## config.mk

```make
export PLATFORM = sky130hd
export DESIGN_NAME = port_fault_status_bank
export DESIGN_NICKNAME = d
export VERILOG_FILES = /design/src/verilog/port_fault_pkg.sv /design/src/verilog/current_capture.sv /design/src/verilog/pin_sync.sv /design/src/verilog/port_fault_status_bank.sv
export VERILOG_INCLUDE_DIRS = /design/src /design/src/verilog
export SDC_FILE = /design/constraint.sdc
export NUM_CORES = 1
export LEC_CHECK = 0
export ABC_CLOCK_PERIOD_IN_PS = 1900
export BUFFER_PORTS_ARGS = -buffer_cell sky130_fd_sc_hd__buf_2
export CORE_ASPECT_RATIO = 0.75
export CORE_MARGIN = 3
export CORE_UTILIZATION = 56
export CTS_BUF_LIST = sky130_fd_sc_hd__clkbuf_8
export CTS_CLUSTER_SIZE = 25
export DETAILED_ROUTE_END_ITERATION = 12
export PLACE_DENSITY = 0.8
export SYNTH_ARGS = -nofsm -noshare
export SYNTH_HDL_FRONTEND = slang
export SYNTH_HIERARCHICAL = 1
export SYNTH_SLANG_ARGS = --single-unit
```

## constraint.sdc

```tcl
create_clock -name mclk -period 1.9 [get_ports mclk]
set_clock_uncertainty 0.05 [all_clocks]
set_input_delay 0.38 -clock mclk [delete_from_list [all_inputs] [get_ports mclk]]
set_output_delay 0.38 -clock mclk [all_outputs]
set_load 0.05 [all_outputs]
```

## src/verilog/port_fault_consts.svh

```systemverilog
// Constants for the port fault status bank: register offsets, bit positions, reset values.
// Assumes inclusion by bare name from design files; holds definitions only.
`ifndef PORT_FAULT_CONSTS_SVH
`define PORT_FAULT_CONSTS_SVH

// Register offsets on the management register port.
`define ADDR_P1_CURRENT     8'h00
`define ADDR_P2_CURRENT     8'h01
`define ADDR_ALERT_STATUS   8'h02
`define ADDR_P1_FAULT       8'h03

// Port status bit positions.
`define STAT_ALARM2         7
`define STAT_ALARM1         6
`define STAT_LIMIT2         5
`define STAT_LIMIT1         4

// Port 1 fault register bit positions.
`define FLT_ERR             7
`define FLT_DRAIN           6
`define FLT_PWRUP           5
`define FLT_LOW             4
`define FLT_HOT             3
`define FLT_OVV             2
`define FLT_BACK            1
`define FLT_OVC             0

// Fault groups: error-causing flags, and flags that raise both alarm outputs.
`define FLT_ERROR_MASK      8'h5F
`define FLT_BOTH_MASK       8'h0C
`define FLT_POR_VALUE       8'h20

// Current reading: unsigned code, 13.3 mA per step, full scale code 255.
`define CUR_LSB_MICROAMP    13300
`define CUR_RESET           8'h00
`define CUR_FULL_SCALE      8'hFF

// Cycles after reset before edge detectors trust the synchronised pins.
`define SYNC_PRIME_W        3

`define BYTE_ZERO           8'h00

`endif

```

## src/verilog/port_fault_pkg.sv

```systemverilog
// Types shared by the port fault status bank files.
// Assumes nothing of its surroundings.
`default_nettype none
package port_fault_pkg;

	// Live fault conditions from the analog front end, port 1 plus shared supply faults.
	typedef struct packed {
		logic drain_fail;
		logic low_output;
		logic overheat;
		logic overvolt;
		logic backfeed;
		logic overcurrent;
	} fault_cond_s;

	// One register access from the serial management engine.
	typedef struct packed {
		logic       rd;
		logic       wr;
		logic [7:0] addr;
		logic [7:0] wdata;
	} reg_req_s;

	// Places live conditions at their fault register bit positions.
	function automatic logic [7:0] cond_to_flags(input fault_cond_s c);
		logic [7:0] f;
		f    = 8'h00;
		f[6] = c.drain_fail;
		f[4] = c.low_output;
		f[3] = c.overheat;
		f[2] = c.overvolt;
		f[1] = c.backfeed;
		f[0] = c.overcurrent;
		return f;
	endfunction

endpackage
`default_nettype wire

```

## src/verilog/current_capture.sv

```systemverilog
// One port's load current reading register.
// Assumes sample is a one-cycle pulse and code_in is stable when it arrives.
`timescale 1ns/100ps
`default_nettype none
`include "port_fault_consts.svh"

module current_capture #(
	parameter int CODE_W = 8
) (
	input  wire logic              mclk,
	input  wire logic              reset,
	input  wire logic              sample,
	input  wire logic              hold_zero,
	input  wire logic [CODE_W-1:0] code_in,
	output logic      [CODE_W-1:0] code_q
);

	generate
		if (CODE_W != 8) begin : g_bad_width
			$error("current_capture serves only an 8-bit code");
		end
	endgenerate

	// Zeroing outranks a sample so a switched-off port never shows a stale load.
	always_ff @(posedge mclk) begin
		if (reset) begin
			code_q <= `CUR_RESET;
		end else if (hold_zero) begin
			code_q <= `CUR_RESET;
		end else if (sample) begin
			code_q <= code_in;
		end
	end

endmodule

`default_nettype wire

```

## src/verilog/pin_sync.sv

```systemverilog
// Two flip-flop synchroniser for a bundle of independent levels.
// Assumes each bit is a level that holds for several mclk periods.
`timescale 1ns/100ps
`default_nettype none

module pin_sync #(
	parameter int WIDTH = 1
) (
	input  wire logic             mclk,
	input  wire logic             reset,
	input  wire logic [WIDTH-1:0] async_in,
	output logic      [WIDTH-1:0] sync_q
);

	logic [WIDTH-1:0] meta_q;

	generate
		if (WIDTH < 1) begin : g_bad_width
			$error("pin_sync needs WIDTH of at least one");
		end
	endgenerate

	// The first stage feeds only the second stage.
	always_ff @(posedge mclk) begin
		if (reset) begin
			meta_q <= '0;
			sync_q <= '0;
		end else begin
			meta_q <= async_in;
			sync_q <= meta_q;
		end
	end

endmodule

`default_nettype wire

```

## src/verilog/port_fault_status_bank.sv

```systemverilog
// Status register bank: current readings, alarm and limiting status, port 1 fault flags.
// Assumes a serial management engine on mclk presents one-cycle register requests,
// and that analog comparators and the current converter drive the asynchronous inputs.
`timescale 1ns/100ps
`default_nettype none
`include "port_fault_consts.svh"

module port_fault_status_bank
	import port_fault_pkg::*;
#(
	parameter int CODE_W = 8
) (
	input  wire logic              mclk,
	input  wire logic              reset,
	input  wire reg_req_s          reg_req,
	output logic      [7:0]        reg_rdata_q,
	output logic                   reg_rvalid_q,
	input  wire fault_cond_s       fault_cond,
	input  wire logic              second_port_alarm_req,
	input  wire logic              first_port_limiting_flag,
	input  wire logic              second_port_limiting_flag,
	input  wire logic              first_port_power_on,
	input  wire logic              second_port_power_on,
	input  wire logic              sleep_request,
	input  wire logic              first_port_discharging,
	input  wire logic              second_port_discharging,
	input  wire logic              auto_recovery_en,
	input  wire logic              first_sample_toggle,
	input  wire logic              second_sample_toggle,
	input  wire logic [CODE_W-1:0] first_load_current_code,
	input  wire logic [CODE_W-1:0] second_load_current_code,
	output logic                   first_alarm_out_q,
	output logic                   first_alarm_oe_q,
	output logic                   second_alarm_out_q,
	output logic                   second_alarm_oe_q,
	output logic                   first_port_error_q
);

	// Six fault conditions, eleven single control levels and the two current codes.
	localparam int SYNC_W = $bits(fault_cond_s) + 11 + 2 * CODE_W;

	generate
		if (CODE_W != 8) begin : g_bad_width
			$error("port_fault_status_bank serves only an 8-bit current code");
		end
	endgenerate

	// Synchronised copies of every pin input.
	logic [SYNC_W-1:0] pins_raw;
	logic [SYNC_W-1:0] pins_sync;
	fault_cond_s       cond_s;
	logic              p2_alarm_s;
	logic [1:0]        limiting_s;
	logic [1:0]        power_s;
	logic              sleep_s;
	logic [1:0]        discharge_s;
	logic              auto_s;
	logic [1:0]        toggle_s;
	logic [CODE_W-1:0] code1_s;
	logic [CODE_W-1:0] code2_s;

	assign pins_raw = {fault_cond, second_port_alarm_req,
		second_port_limiting_flag, first_port_limiting_flag,
		second_port_power_on, first_port_power_on, sleep_request,
		second_port_discharging, first_port_discharging, auto_recovery_en,
		second_sample_toggle, first_sample_toggle,
		second_load_current_code, first_load_current_code};

	pin_sync #(
		.WIDTH    (SYNC_W)
	) u_pin_sync (
		.mclk     (mclk),
		.reset    (reset),
		.async_in (pins_raw),
		.sync_q   (pins_sync)
	);

	assign {cond_s, p2_alarm_s, limiting_s, power_s, sleep_s, discharge_s, auto_s,
		toggle_s, code2_s, code1_s} = pins_sync;

	// Edge detectors wait until the synchroniser and their own history hold real pin
	// levels, so a pin already high at reset release is not taken for a toggle.
	logic [`SYNC_PRIME_W-1:0] primed_q;
	logic                     primed;

	always_ff @(posedge mclk) begin
		if (reset) begin
			primed_q <= '0;
		end else begin
			primed_q <= {primed_q[`SYNC_PRIME_W-2:0], 1'b1};
		end
	end

	assign primed = primed_q[`SYNC_PRIME_W-1];

	// Current readings.
	logic [1:0]        toggle_prev_q;
	logic [1:0]        sample_pulse;
	logic [1:0]        hold_zero;
	logic [CODE_W-1:0] cur1_q;
	logic [CODE_W-1:0] cur2_q;

	always_ff @(posedge mclk) begin
		if (reset) begin
			toggle_prev_q <= 2'h0;
		end else begin
			toggle_prev_q <= toggle_s;
		end
	end

	// The code has passed the synchroniser by the time its toggle edge is seen,
	// because the converter holds it still from before the toggle flips.
	assign sample_pulse = (toggle_s ^ toggle_prev_q) & {2{~sleep_s & primed}};
	// Zeroing is a level, so a reading stays at zero for the whole time a port is idle.
	assign hold_zero    = {2{sleep_s}} | ~power_s | discharge_s;

	current_capture #(
		.CODE_W    (CODE_W)
	) u_cur1 (
		.mclk      (mclk),
		.reset     (reset),
		.sample    (sample_pulse[0]),
		.hold_zero (hold_zero[0]),
		.code_in   (code1_s),
		.code_q    (cur1_q)
	);

	current_capture #(
		.CODE_W    (CODE_W)
	) u_cur2 (
		.mclk      (mclk),
		.reset     (reset),
		.sample    (sample_pulse[1]),
		.hold_zero (hold_zero[1]),
		.code_in   (code2_s),
		.code_q    (cur2_q)
	);

	// Register access decode.
	logic rd_fault;
	logic wr_fault;
	logic err_write_zero;

	assign rd_fault       = reg_req.rd && (reg_req.addr == `ADDR_P1_FAULT);
	assign wr_fault       = reg_req.wr && (reg_req.addr == `ADDR_P1_FAULT);
	// Writing 1 to the error flag is ignored; hardware alone sets it.
	assign err_write_zero = wr_fault && !reg_req.wdata[`FLT_ERR];

	// Fault evaluation.
	localparam logic [7:0] POR_FLAGS = `FLT_POR_VALUE;

	logic [7:0] live;
	logic       live_error;
	logic       power1_prev_q;
	logic       power1_toggled;
	logic       err_set;
	logic       err_clear;
	logic       err_may_leave;
	logic       err_q;
	logic       err_falls;
	logic       pwrup_q;
	logic [7:0] latched_q;
	logic [7:0] latch_clear;
	logic [7:0] latch_next;
	logic [7:0] flags_view;

	assign live           = cond_to_flags(cond_s);
	assign live_error     = |(live & `FLT_ERROR_MASK);
	assign power1_toggled = primed && (power_s[0] ^ power1_prev_q);

	always_ff @(posedge mclk) begin
		if (reset) begin
			power1_prev_q <= 1'b0;
		end else begin
			power1_prev_q <= power_s[0];
		end
	end

	// Flags whose condition is gone are dropped together with the error flag,
	// so leaving depends only on live faults and the power-up marker.
	assign err_may_leave = !live_error && !pwrup_q;
	assign err_set       = live_error;
	// Power-off clears the flag even with latched bits left, since the port is then idle.
	assign err_clear     = (err_write_zero && err_may_leave)
		|| (auto_s && !live_error)
		|| !power_s[0];

	// Error state flag; a live fault outranks any clear.
	always_ff @(posedge mclk) begin
		if (reset) begin
			err_q <= 1'b0;
		end else if (err_set) begin
			err_q <= 1'b1;
		end else if (err_clear) begin
			err_q <= 1'b0;
		end
	end

	assign err_falls = err_q && err_clear && !err_set;

	// Latched fault flags, bits 6 and 4..0.
	always_comb begin
		latch_clear = 8'h00;
		if (rd_fault) begin
			latch_clear = `FLT_ERROR_MASK & ~live;
		end
		if (err_falls || (err_write_zero && err_may_leave)) begin
			latch_clear = `FLT_ERROR_MASK;
		end
		// A live condition always re-sets its flag in the same cycle.
		latch_next = ((latched_q & ~latch_clear) | live) & `FLT_ERROR_MASK;
	end

	// The read data are captured at this same edge from the old value.
	always_ff @(posedge mclk) begin
		if (reset) begin
			latched_q <= `BYTE_ZERO;
		end else begin
			latched_q <= latch_next;
		end
	end

	// Power-up marker; sleep does not touch it.
	always_ff @(posedge mclk) begin
		if (reset) begin
			pwrup_q <= POR_FLAGS[`FLT_PWRUP];
		end else if (rd_fault || power1_toggled) begin
			pwrup_q <= 1'b0;
		end
	end

	// Bits 7 and 5 come from their own registers; the rest from the latches.
	always_comb begin
		flags_view             = latched_q;
		flags_view[`FLT_ERR]   = err_q;
		flags_view[`FLT_PWRUP] = pwrup_q;
	end

	// Alarm outputs; open drain, so the output value is always low and the enable drives it.
	logic alarm1_d;
	logic alarm2_d;

	// The error flag is left out so the alarm can change while it holds still.
	assign alarm1_d = |(latch_next & `FLT_ERROR_MASK);
	assign alarm2_d = |(latch_next & `FLT_BOTH_MASK) || p2_alarm_s;

	always_ff @(posedge mclk) begin
		if (reset) begin
			first_alarm_oe_q  <= 1'b0;
			second_alarm_oe_q <= 1'b0;
		end else begin
			first_alarm_oe_q  <= alarm1_d;
			second_alarm_oe_q <= alarm2_d;
		end
	end

	always_ff @(posedge mclk) begin
		if (reset) begin
			first_alarm_out_q  <= 1'b0;
			second_alarm_out_q <= 1'b0;
		end else begin
			first_alarm_out_q  <= 1'b0;
			second_alarm_out_q <= 1'b0;
		end
	end

	always_ff @(posedge mclk) begin
		if (reset) begin
			first_port_error_q <= 1'b0;
		end else begin
			first_port_error_q <= err_q;
		end
	end

	// Port status view.
	logic [7:0] status_view;

	always_comb begin
		status_view                = `BYTE_ZERO;
		status_view[`STAT_ALARM2]  = second_alarm_oe_q;
		status_view[`STAT_ALARM1]  = first_alarm_oe_q;
		status_view[`STAT_LIMIT2]  = limiting_s[1];
		status_view[`STAT_LIMIT1]  = limiting_s[0];
	end

	// Read data mux; unmapped offsets and unused bits read as zero.
	logic [7:0] rdata_d;

	always_comb begin
		case (reg_req.addr)
			`ADDR_P1_CURRENT: begin
				rdata_d = cur1_q;
			end
			`ADDR_P2_CURRENT: begin
				rdata_d = cur2_q;
			end
			`ADDR_ALERT_STATUS: begin
				rdata_d = status_view;
			end
			`ADDR_P1_FAULT: begin
				rdata_d = flags_view;
			end
			default: begin
				rdata_d = `BYTE_ZERO;
			end
		endcase
	end

	always_ff @(posedge mclk) begin
		if (reset) begin
			reg_rdata_q <= `BYTE_ZERO;
		end else if (reg_req.rd) begin
			reg_rdata_q <= rdata_d;
		end
	end

	always_ff @(posedge mclk) begin
		if (reset) begin
			reg_rvalid_q <= 1'b0;
		end else begin
			reg_rvalid_q <= reg_req.rd;
		end
	end

endmodule

`default_nettype wire
```

==> results of run 1 <==
[layout make-up]
type,instances,area (µm²),share of cell area [%]
timing repair buffer,62,323,7.95
inverter,3,11.3,0.277
clock buffer,9,124,3.05
clock inverter,7,100,2.47
multi-input combinational,183,1240,30.6
tap,78,97.6,2.40
sequential,108,2160,53.3
[metrics by stage]
stage / area (µm²) / util [%] / std cells
floorplan: 3560 / - / 313
global placement: 3830 / 64.2 / 434
detailed placement: 3830 / 64.2 / 434
CTS: 4060 / 67.9 / 450
global route: 4060 / 67.9 / 450
finish: 4060 / 67.9 / 450
[synth_stat cells (all sizes together) (2+ instances only)]
| cell | n | area, µm² |
|---|---|---|
| dfxtp | 108 | 2160 |
| nor2b | 71 | 444 |
| nor2 | 31 | 116 |
| buf | 17 | 135 |
| mux2i | 16 | 160 |
| nand2 | 10 | 37.5 |
| a22oi | 8 | 60.1 |
| o2bb2ai | 6 | 52.6 |
| a22o | 4 | 35.0 |
| mux2 | 4 | 45.0 |
| mux4 | 4 | 90.1 |
| a31oi | 2 | 12.5 |
| clkbuf | 2 | 7.51 |
| inv | 2 | 7.51 |
| nor3 | 2 | 10.0 |
| nor4 | 2 | 18.8 |
| o21ai | 2 | 13.8 |
| or2 | 2 | 12.5 |
| xnor2 | 2 | 17.5 |
[worst register-to-register path, cell delays in order (launching register included)]
cell and delay [ps]:
dfxtp_1 330, nor4_2 480, a31oi_1 180, o21ai_2 370, o2bb2ai_1 140
[final timing paths]
kind | start | end | slack, ps | depth (start not counted)
worst max-delay path | u_pin_sync/sync_q[28]$_SDFF_PP0_ | latched_q[1]$_SDFF_PP0_ | 250 | 4
worst min-delay path | second_port_power_on | u_pin_sync/meta_q[23]$_SDFF_PP0_ | 170 | 2
worst max register to register | u_pin_sync/sync_q[28]$_SDFF_PP0_ | latched_q[1]$_SDFF_PP0_ | 250 | 4
worst min register to register | u_pin_sync/meta_q[3]$_SDFF_PP0_ | u_pin_sync/sync_q[3]$_SDFF_PP0_ | 390 | 1
[cell families (layout without fill, tap and decap cells)]
group	count (synthesis)	in the layout	share of synthesized area, %
mux	24	24	8.31
simple gates	128	128	19.9
xor+xnor	3	3	0.740
compound gates	26	26	5.74
flops	108	108	60.8
other cells	1	2	0.106
buf+inv	22	81	4.33
[power groups by stage]
stage	Combinational, mW	Clock, mW	Sequential [mW]
CTS	0.257	1.51	2.39
global route	0.285	1.59	2.40
finish	0.255	1.47	2.39
global placement	0.250	0	2.44
floorplan	0.166	0	2.45
detailed placement	0.256	0	2.44
[state kept, by name (all words and copies together) (netlist names)]
name                cells
pwrup_q                 1
err_q                   1
primed_q                3
u_pin_sync/sync_q      33
u_pin_sync/meta_q      33
u_cur1/code_q           8
first_alarm_oe_q        1
latched_q               6
reg_rvalid_q            1
power1_prev_q           1
u_cur2/code_q           8
second_alarm_oe_q       1
first_port_error_q      1
reg_rdata_q             8
toggle_prev_q           2
[metal layers]
metal  GRT usage, %  routed length [µm]
met1           22.5                2720
met2           25.8                2480
met3           5.65                 388
met4           7.07                  80
met5              0                   0
==> flow_summary.yaml, run 1 <==
worst_setup_path:
  crit_arrival_ps: 1840
  path_class: "flop to flop"
  cpLargestDelayFamily: "compound AO/OA/AOI/OAI gates"
  cp_slowest_cell: "nor4_2"
  cp-start-kind: "flop"
  crit_path_end_kind: "flop"
  cp_cell_sequence: "nor4_2, a31oi_1, o21ai_2, o2bb2ai_1"
  critPathMaxStageDelay_ps: 480
  cp_max_fo: 8
  critPathBufInv: 0
  critPathRequiredTime_ps: 2080
synthesis:
  synth_edf_count: 0
  synth_seq_area_share_pct: 60.8
  synth_cells: 312
  yosys_warnings: 6
  yosys.cell_types.count: 40
  ys_async_sr_fraction_pct: 0
  ys_seq_elements: 108
  avgSynthCellArea_um2: 11.4
  synth_top_flop_cell: "dfxtp_1"
  synth_area_um2: 3550
clock_network:
  clk_latency_ps: 350
  clk_pin_slew_ps: 90
  cts.sinks: 108
  cts_inserted_buffers: 9
  cts_resized: 0
  cts_tree: "built"
  htreeDepth: 3
  cts_setup_buffers: 0
  cts_buffer_depth: 2
  cts.hold.buffers_added: 0
  cts_root_buf: "clkbuf_8"
sta:
  setup_viol_count_final: 0
  setup_tns_ps: 0
  fin_crit_ps: 1650
  setup_slack_ps: 245
  finalHoldViolations: 0
  post-route-period-util_pct: 87.1
  slew_violations: 0
  worst_hold_slack_ps: 174
  fmax_ghz: 0.604
  rsz0062_at_grt: "no"
final_layout:
  syn2layout_area_growth_pct: 14.2
  diodes: 0
  final_common_cell: "dfxtp_1"
  num-fill-cells: 483
  nets: 420
  final_cell_mix: "108 x dfxtp_1, 71 x nor2b_1, 57 x buf_2, 31 x nor2_1, 16 x mux2i_1"
  drive_above_1_share_pct: 23.9
floorplan:
  dieArea_um2: 7350
  die_y_um: 75.0
  coreArea_um2: 5980
  ioPinCount: 67
  start_util_pct: 59.5
  die_w_um: 98.0
  fp-row-count: 24
grt:
  grt_use_total_pct: 16.9
  antenna_found_initial: 0
  grt_overflow: 0
  grt_max_degree: 51
  grt_pass1_vias: 2025
  grt_pass1_wl_mm: 9.53
routing:
  drc: 0
  wl_mm: 5.67
  via_count: 2184
  wl_per_cell_um: 12.6
  firstDrtPassIters: 4
  ant_nets: 0
  vias_per_cell: 4.85
  drtIter0Drc: 100
placement:
  place_hpwl_mm: 4.10
  port_buffers: 57
  pre_cts_ws_ps: 133
  gp_congestion: 0.810
pwr:
  leakagePower_nw: 1.61
  power_frac_seq_pct: 58.0
  p_switching_mw: 0.899
  clock_power_share_pct: 35.8
  p_comb_share_pct: 6.2
  power_density_nw_per_um2: 1010
  p_total_mw: 4.11
  swShare_pct: 21.9
  ir_worst_vdd_uv: 695
  internal_power_mw: 3.21
status:
  status: "finished clean"
min_path:
  hp-class: "input port to flop"
job:
  drv_cap: 0
(Power assumes the default switching activity.)
==> run 2, diff against run 1 <==
--- a/config.mk
+++ b/config.mk
@@ -6,15 +6,16 @@
 export SDC_FILE = /design/constraint.sdc
 export NUM_CORES = 1
 export LEC_CHECK = 0
+export ABC_AREA = 1
 export ABC_CLOCK_PERIOD_IN_PS = 1900
 export BUFFER_PORTS_ARGS = -buffer_cell sky130_fd_sc_hd__buf_2
 export CORE_ASPECT_RATIO = 0.75
 export CORE_MARGIN = 3
-export CORE_UTILIZATION = 56
+export CORE_UTILIZATION = 58
 export CTS_BUF_LIST = sky130_fd_sc_hd__clkbuf_8
 export CTS_CLUSTER_SIZE = 25
 export DETAILED_ROUTE_END_ITERATION = 12
-export PLACE_DENSITY = 0.8
+export PLACE_DENSITY = 0.82
 export SYNTH_ARGS = -nofsm -noshare
 export SYNTH_HDL_FRONTEND = slang
 export SYNTH_HIERARCHICAL = 1
==> run 2 against run 1 <==
  * Setup slack better by 100 ps
  * Clock-buffer cell count unchanged
  * Die area up 7.5%
  * Maximum frequency up 6.4%
  * Synthesized cell count up 60%
  * Critical path depth up 6
  * Flip-flop and latch count unchanged
  * Critical endpoint is now first_alarm_oe_q$_SDFF_PP0_
  * Largest cell class unchanged
==> flow_summary.yaml, run 2 <==
worst_setup_path:
  rr_worst_depth: 10
  path_class: "flop to flop"
  critPathMaxStageDelay_ps: 310
  crit_path_end_kind: "flop"
  cp-start-kind: "flop"
  cp_cell_sequence: "inv_1, nand2_1, nor2_4, o211ai_2, nand3_1, nand2_1, nor2_1, nand3_1, nand2_1, inv_1"
  crit_arrival_ps: 1790
  critPathRequiredTime_ps: 2140
  critPathMostFrequentCell: "nand2_1"
  cp_slowest_cell: "dfxtp_1"
  cp_max_fo: 6
status:
  status: "finished clean"
final_layout:
  diodes: 0
  syn2layout_area_growth_pct: 12.9
  final_common_cell: "nor2_1"
  nets: 611
  final_cell_mix: "119 x nor2_1, 108 x dfxtp_1, 107 x inv_1, 85 x nand2_1, 57 x buf_2"
  drive_above_1_share_pct: 19.4
  reg.largest.list: "u_pin_sync/meta_q (33), u_pin_sync/sync_q (33)"
grt:
  grt_use_total_pct: 18.4
  grt_overflow: 0
  antenna_found_initial: 0
  grt_pass1_vias: 2734
  grt_pass1_wl_mm: 11.5
  grt_max_degree: 37
synthesis:
  synth_area_um2: 3980
  synth.mux.area_fraction_pct: 0
  yosys.area_share.adder_pct: 0
  avgSynthCellArea_um2: 7.97
  yosys.cell_types.count: 30
  synth_area_leaders: "dfxtp_1 54%, nor2_1 11%, inv_1 10%"
  synth_xor_area_share_pct: 0.441
  synth_seq_area_share_pct: 54.4
  synth_top_family_by_area: "simple AND/OR/NAND/NOR gates"
  ys_seq_elements: 108
  synth_top_area_cell: "dfxtp_1"
  ys_async_sr_fraction_pct: 0
  yosys_warnings: 6
  synth_cells: 499
  synth_top_flop_cell: "dfxtp_1"
  netlist.area_leader.share_pct: 54.4
  synth_compound_area_share_pct: 3.65
  synth_most_common_cell: "nor2_1"
  yosys-top-cells-count: "119 x nor2_1, 108 x dfxtp_1, 107 x inv_1"
  synth_simple_gate_area_share_pct: 27.7
  synth_edf_count: 0
clock_network:
  cts_tree: "built"
  cts.hold.buffers_added: 0
  clk_pin_slew_ps: 110
  clk_latency_ps: 380
  cts.sinks: 108
  cts_resized: 0
  cts_setup_buffers: 0
  cts_inserted_buffers: 9
  cts_buffer_depth: 2
  cts_root_buf: "clkbuf_8"
  htreeDepth: 3
pwr:
  p_comb_share_pct: 7.4
  internal_power_mw: 2.98
  clock_power_share_pct: 33.6
  power_frac_seq_pct: 59.0
  p_switching_mw: 1.05
  swShare_pct: 26.1
  leakagePower_nw: 2.10
  power_density_nw_per_um2: 898
  ir_worst_vdd_uv: 505
sta:
  post-route-period-util_pct: 81.8
  fin_crit_ps: 1550
  setup_tns_ps: 0
  slew_violations: 0
  finalHoldViolations: 0
  setup_slack_ps: 345
  setup_viol_count_final: 0
  rsz0062_at_grt: "no"
  fmax_ghz: 0.643
  worst_hold_slack_ps: 143
floorplan:
  dieArea_um2: 7900
  coreArea_um2: 6470
  ioPinCount: 67
  start_util_pct: 61.4
  fp-row-count: 25
  die_y_um: 77.7
  die_w_um: 102
min_path:
  hp-class: "input port to flop"
  hold_depth: 3
routing:
  firstDrtPassIters: 4
  vias_per_cell: 4.43
  wl_per_cell_um: 10.1
  drc: 0
  wl_mm: 6.54
  ant_nets: 0
  drtIter0Drc: 140
  via_count: 2851
job:
  drv_cap: 0
placement:
  pre_cts_ws_ps: 123
  gp_congestion: 0.904
  place_hpwl_mm: 4.82
  port_buffers: 57
==> run 2: critical path: cells and delay by family, from the launching register on <==
kind            cells  cell delay, ps
compound gates      1             200
buf+inv             2             140
flops               1             310
simple gates        7             760
==> run 2: metrics by stage <==
stage / instances / power (mW) / util, % / area [µm²]
2_1_floorplan: 500 / 2.64 / - / 3980
3_3_place_gp: 628 / 2.72 / 66.2 / 4290
3_5_place_dp: 628 / 2.73 / 66.2 / 4290
4_1_cts: 644 / 4.07 / 69.4 / 4490
5_1_grt: 644 / 4.21 / 69.4 / 4490
6_report: 644 / 4.03 / 69.4 / 4490
==> run 2: final timing paths <==
check / endpoint / slack [ps] / startpoint
setup / recovery: first_alarm_oe_q$_SDFF_PP0_ / 350 / u_pin_sync/sync_q[27]$_SDFF_PP0_
hold / removal: u_pin_sync/meta_q[27]$_SDFF_PP0_ / 140 / fault_cond[0]
setup reg to reg: first_alarm_oe_q$_SDFF_PP0_ / 350 / u_pin_sync/sync_q[27]$_SDFF_PP0_
hold reg to reg: u_pin_sync/sync_q[9]$_SDFF_PP0_ / 360 / u_pin_sync/meta_q[9]$_SDFF_PP0_
==> run 2: area by class of cell <==
type	instances	area, µm²
Clock buffer	9	124
Clock inverter	7	80.1
Fill cell	526	1980
Inverter	109	409
Multi-Input combinational cell	267	1270
Sequential cell	108	2160
Tap cell	81	101
Timing Repair Buffer	63	343
==> run 2: logic make-up after synthesis <==
| family | Yosys count |
|---|---|
| flops | 108 |
| simple gates | 242 |
| other cells | 1 |
| xor+xnor | 2 |
| buf+inv | 125 |
| compound gates | 21 |
==> run 2: layer usage <==
layer / up-vias / global-route usage, % / wire length (µm) / share of wire [%]
met3: 6 / 6.65 / 377 / 5.8
met5: - / 0 / 0 / 0
met2: 69 / 30.0 / 3070 / 47
met1: 1223 / 22.4 / 3020 / 46
met4: 0 / 6.77 / 64 / 0.98
li1: 1553 / - / - / -
==> run 2: power groups by stage <==
stage | sequential (mW) | clock [mW] | combinational, mW
after global placement | 2.43 | 0 | 0.289
after floorplan | 2.45 | 0 | 0.191
after CTS | 2.38 | 1.39 | 0.300
after global routing | 2.39 | 1.48 | 0.340
final | 2.38 | 1.35 | 0.299
after detailed placement | 2.43 | 0 | 0.298
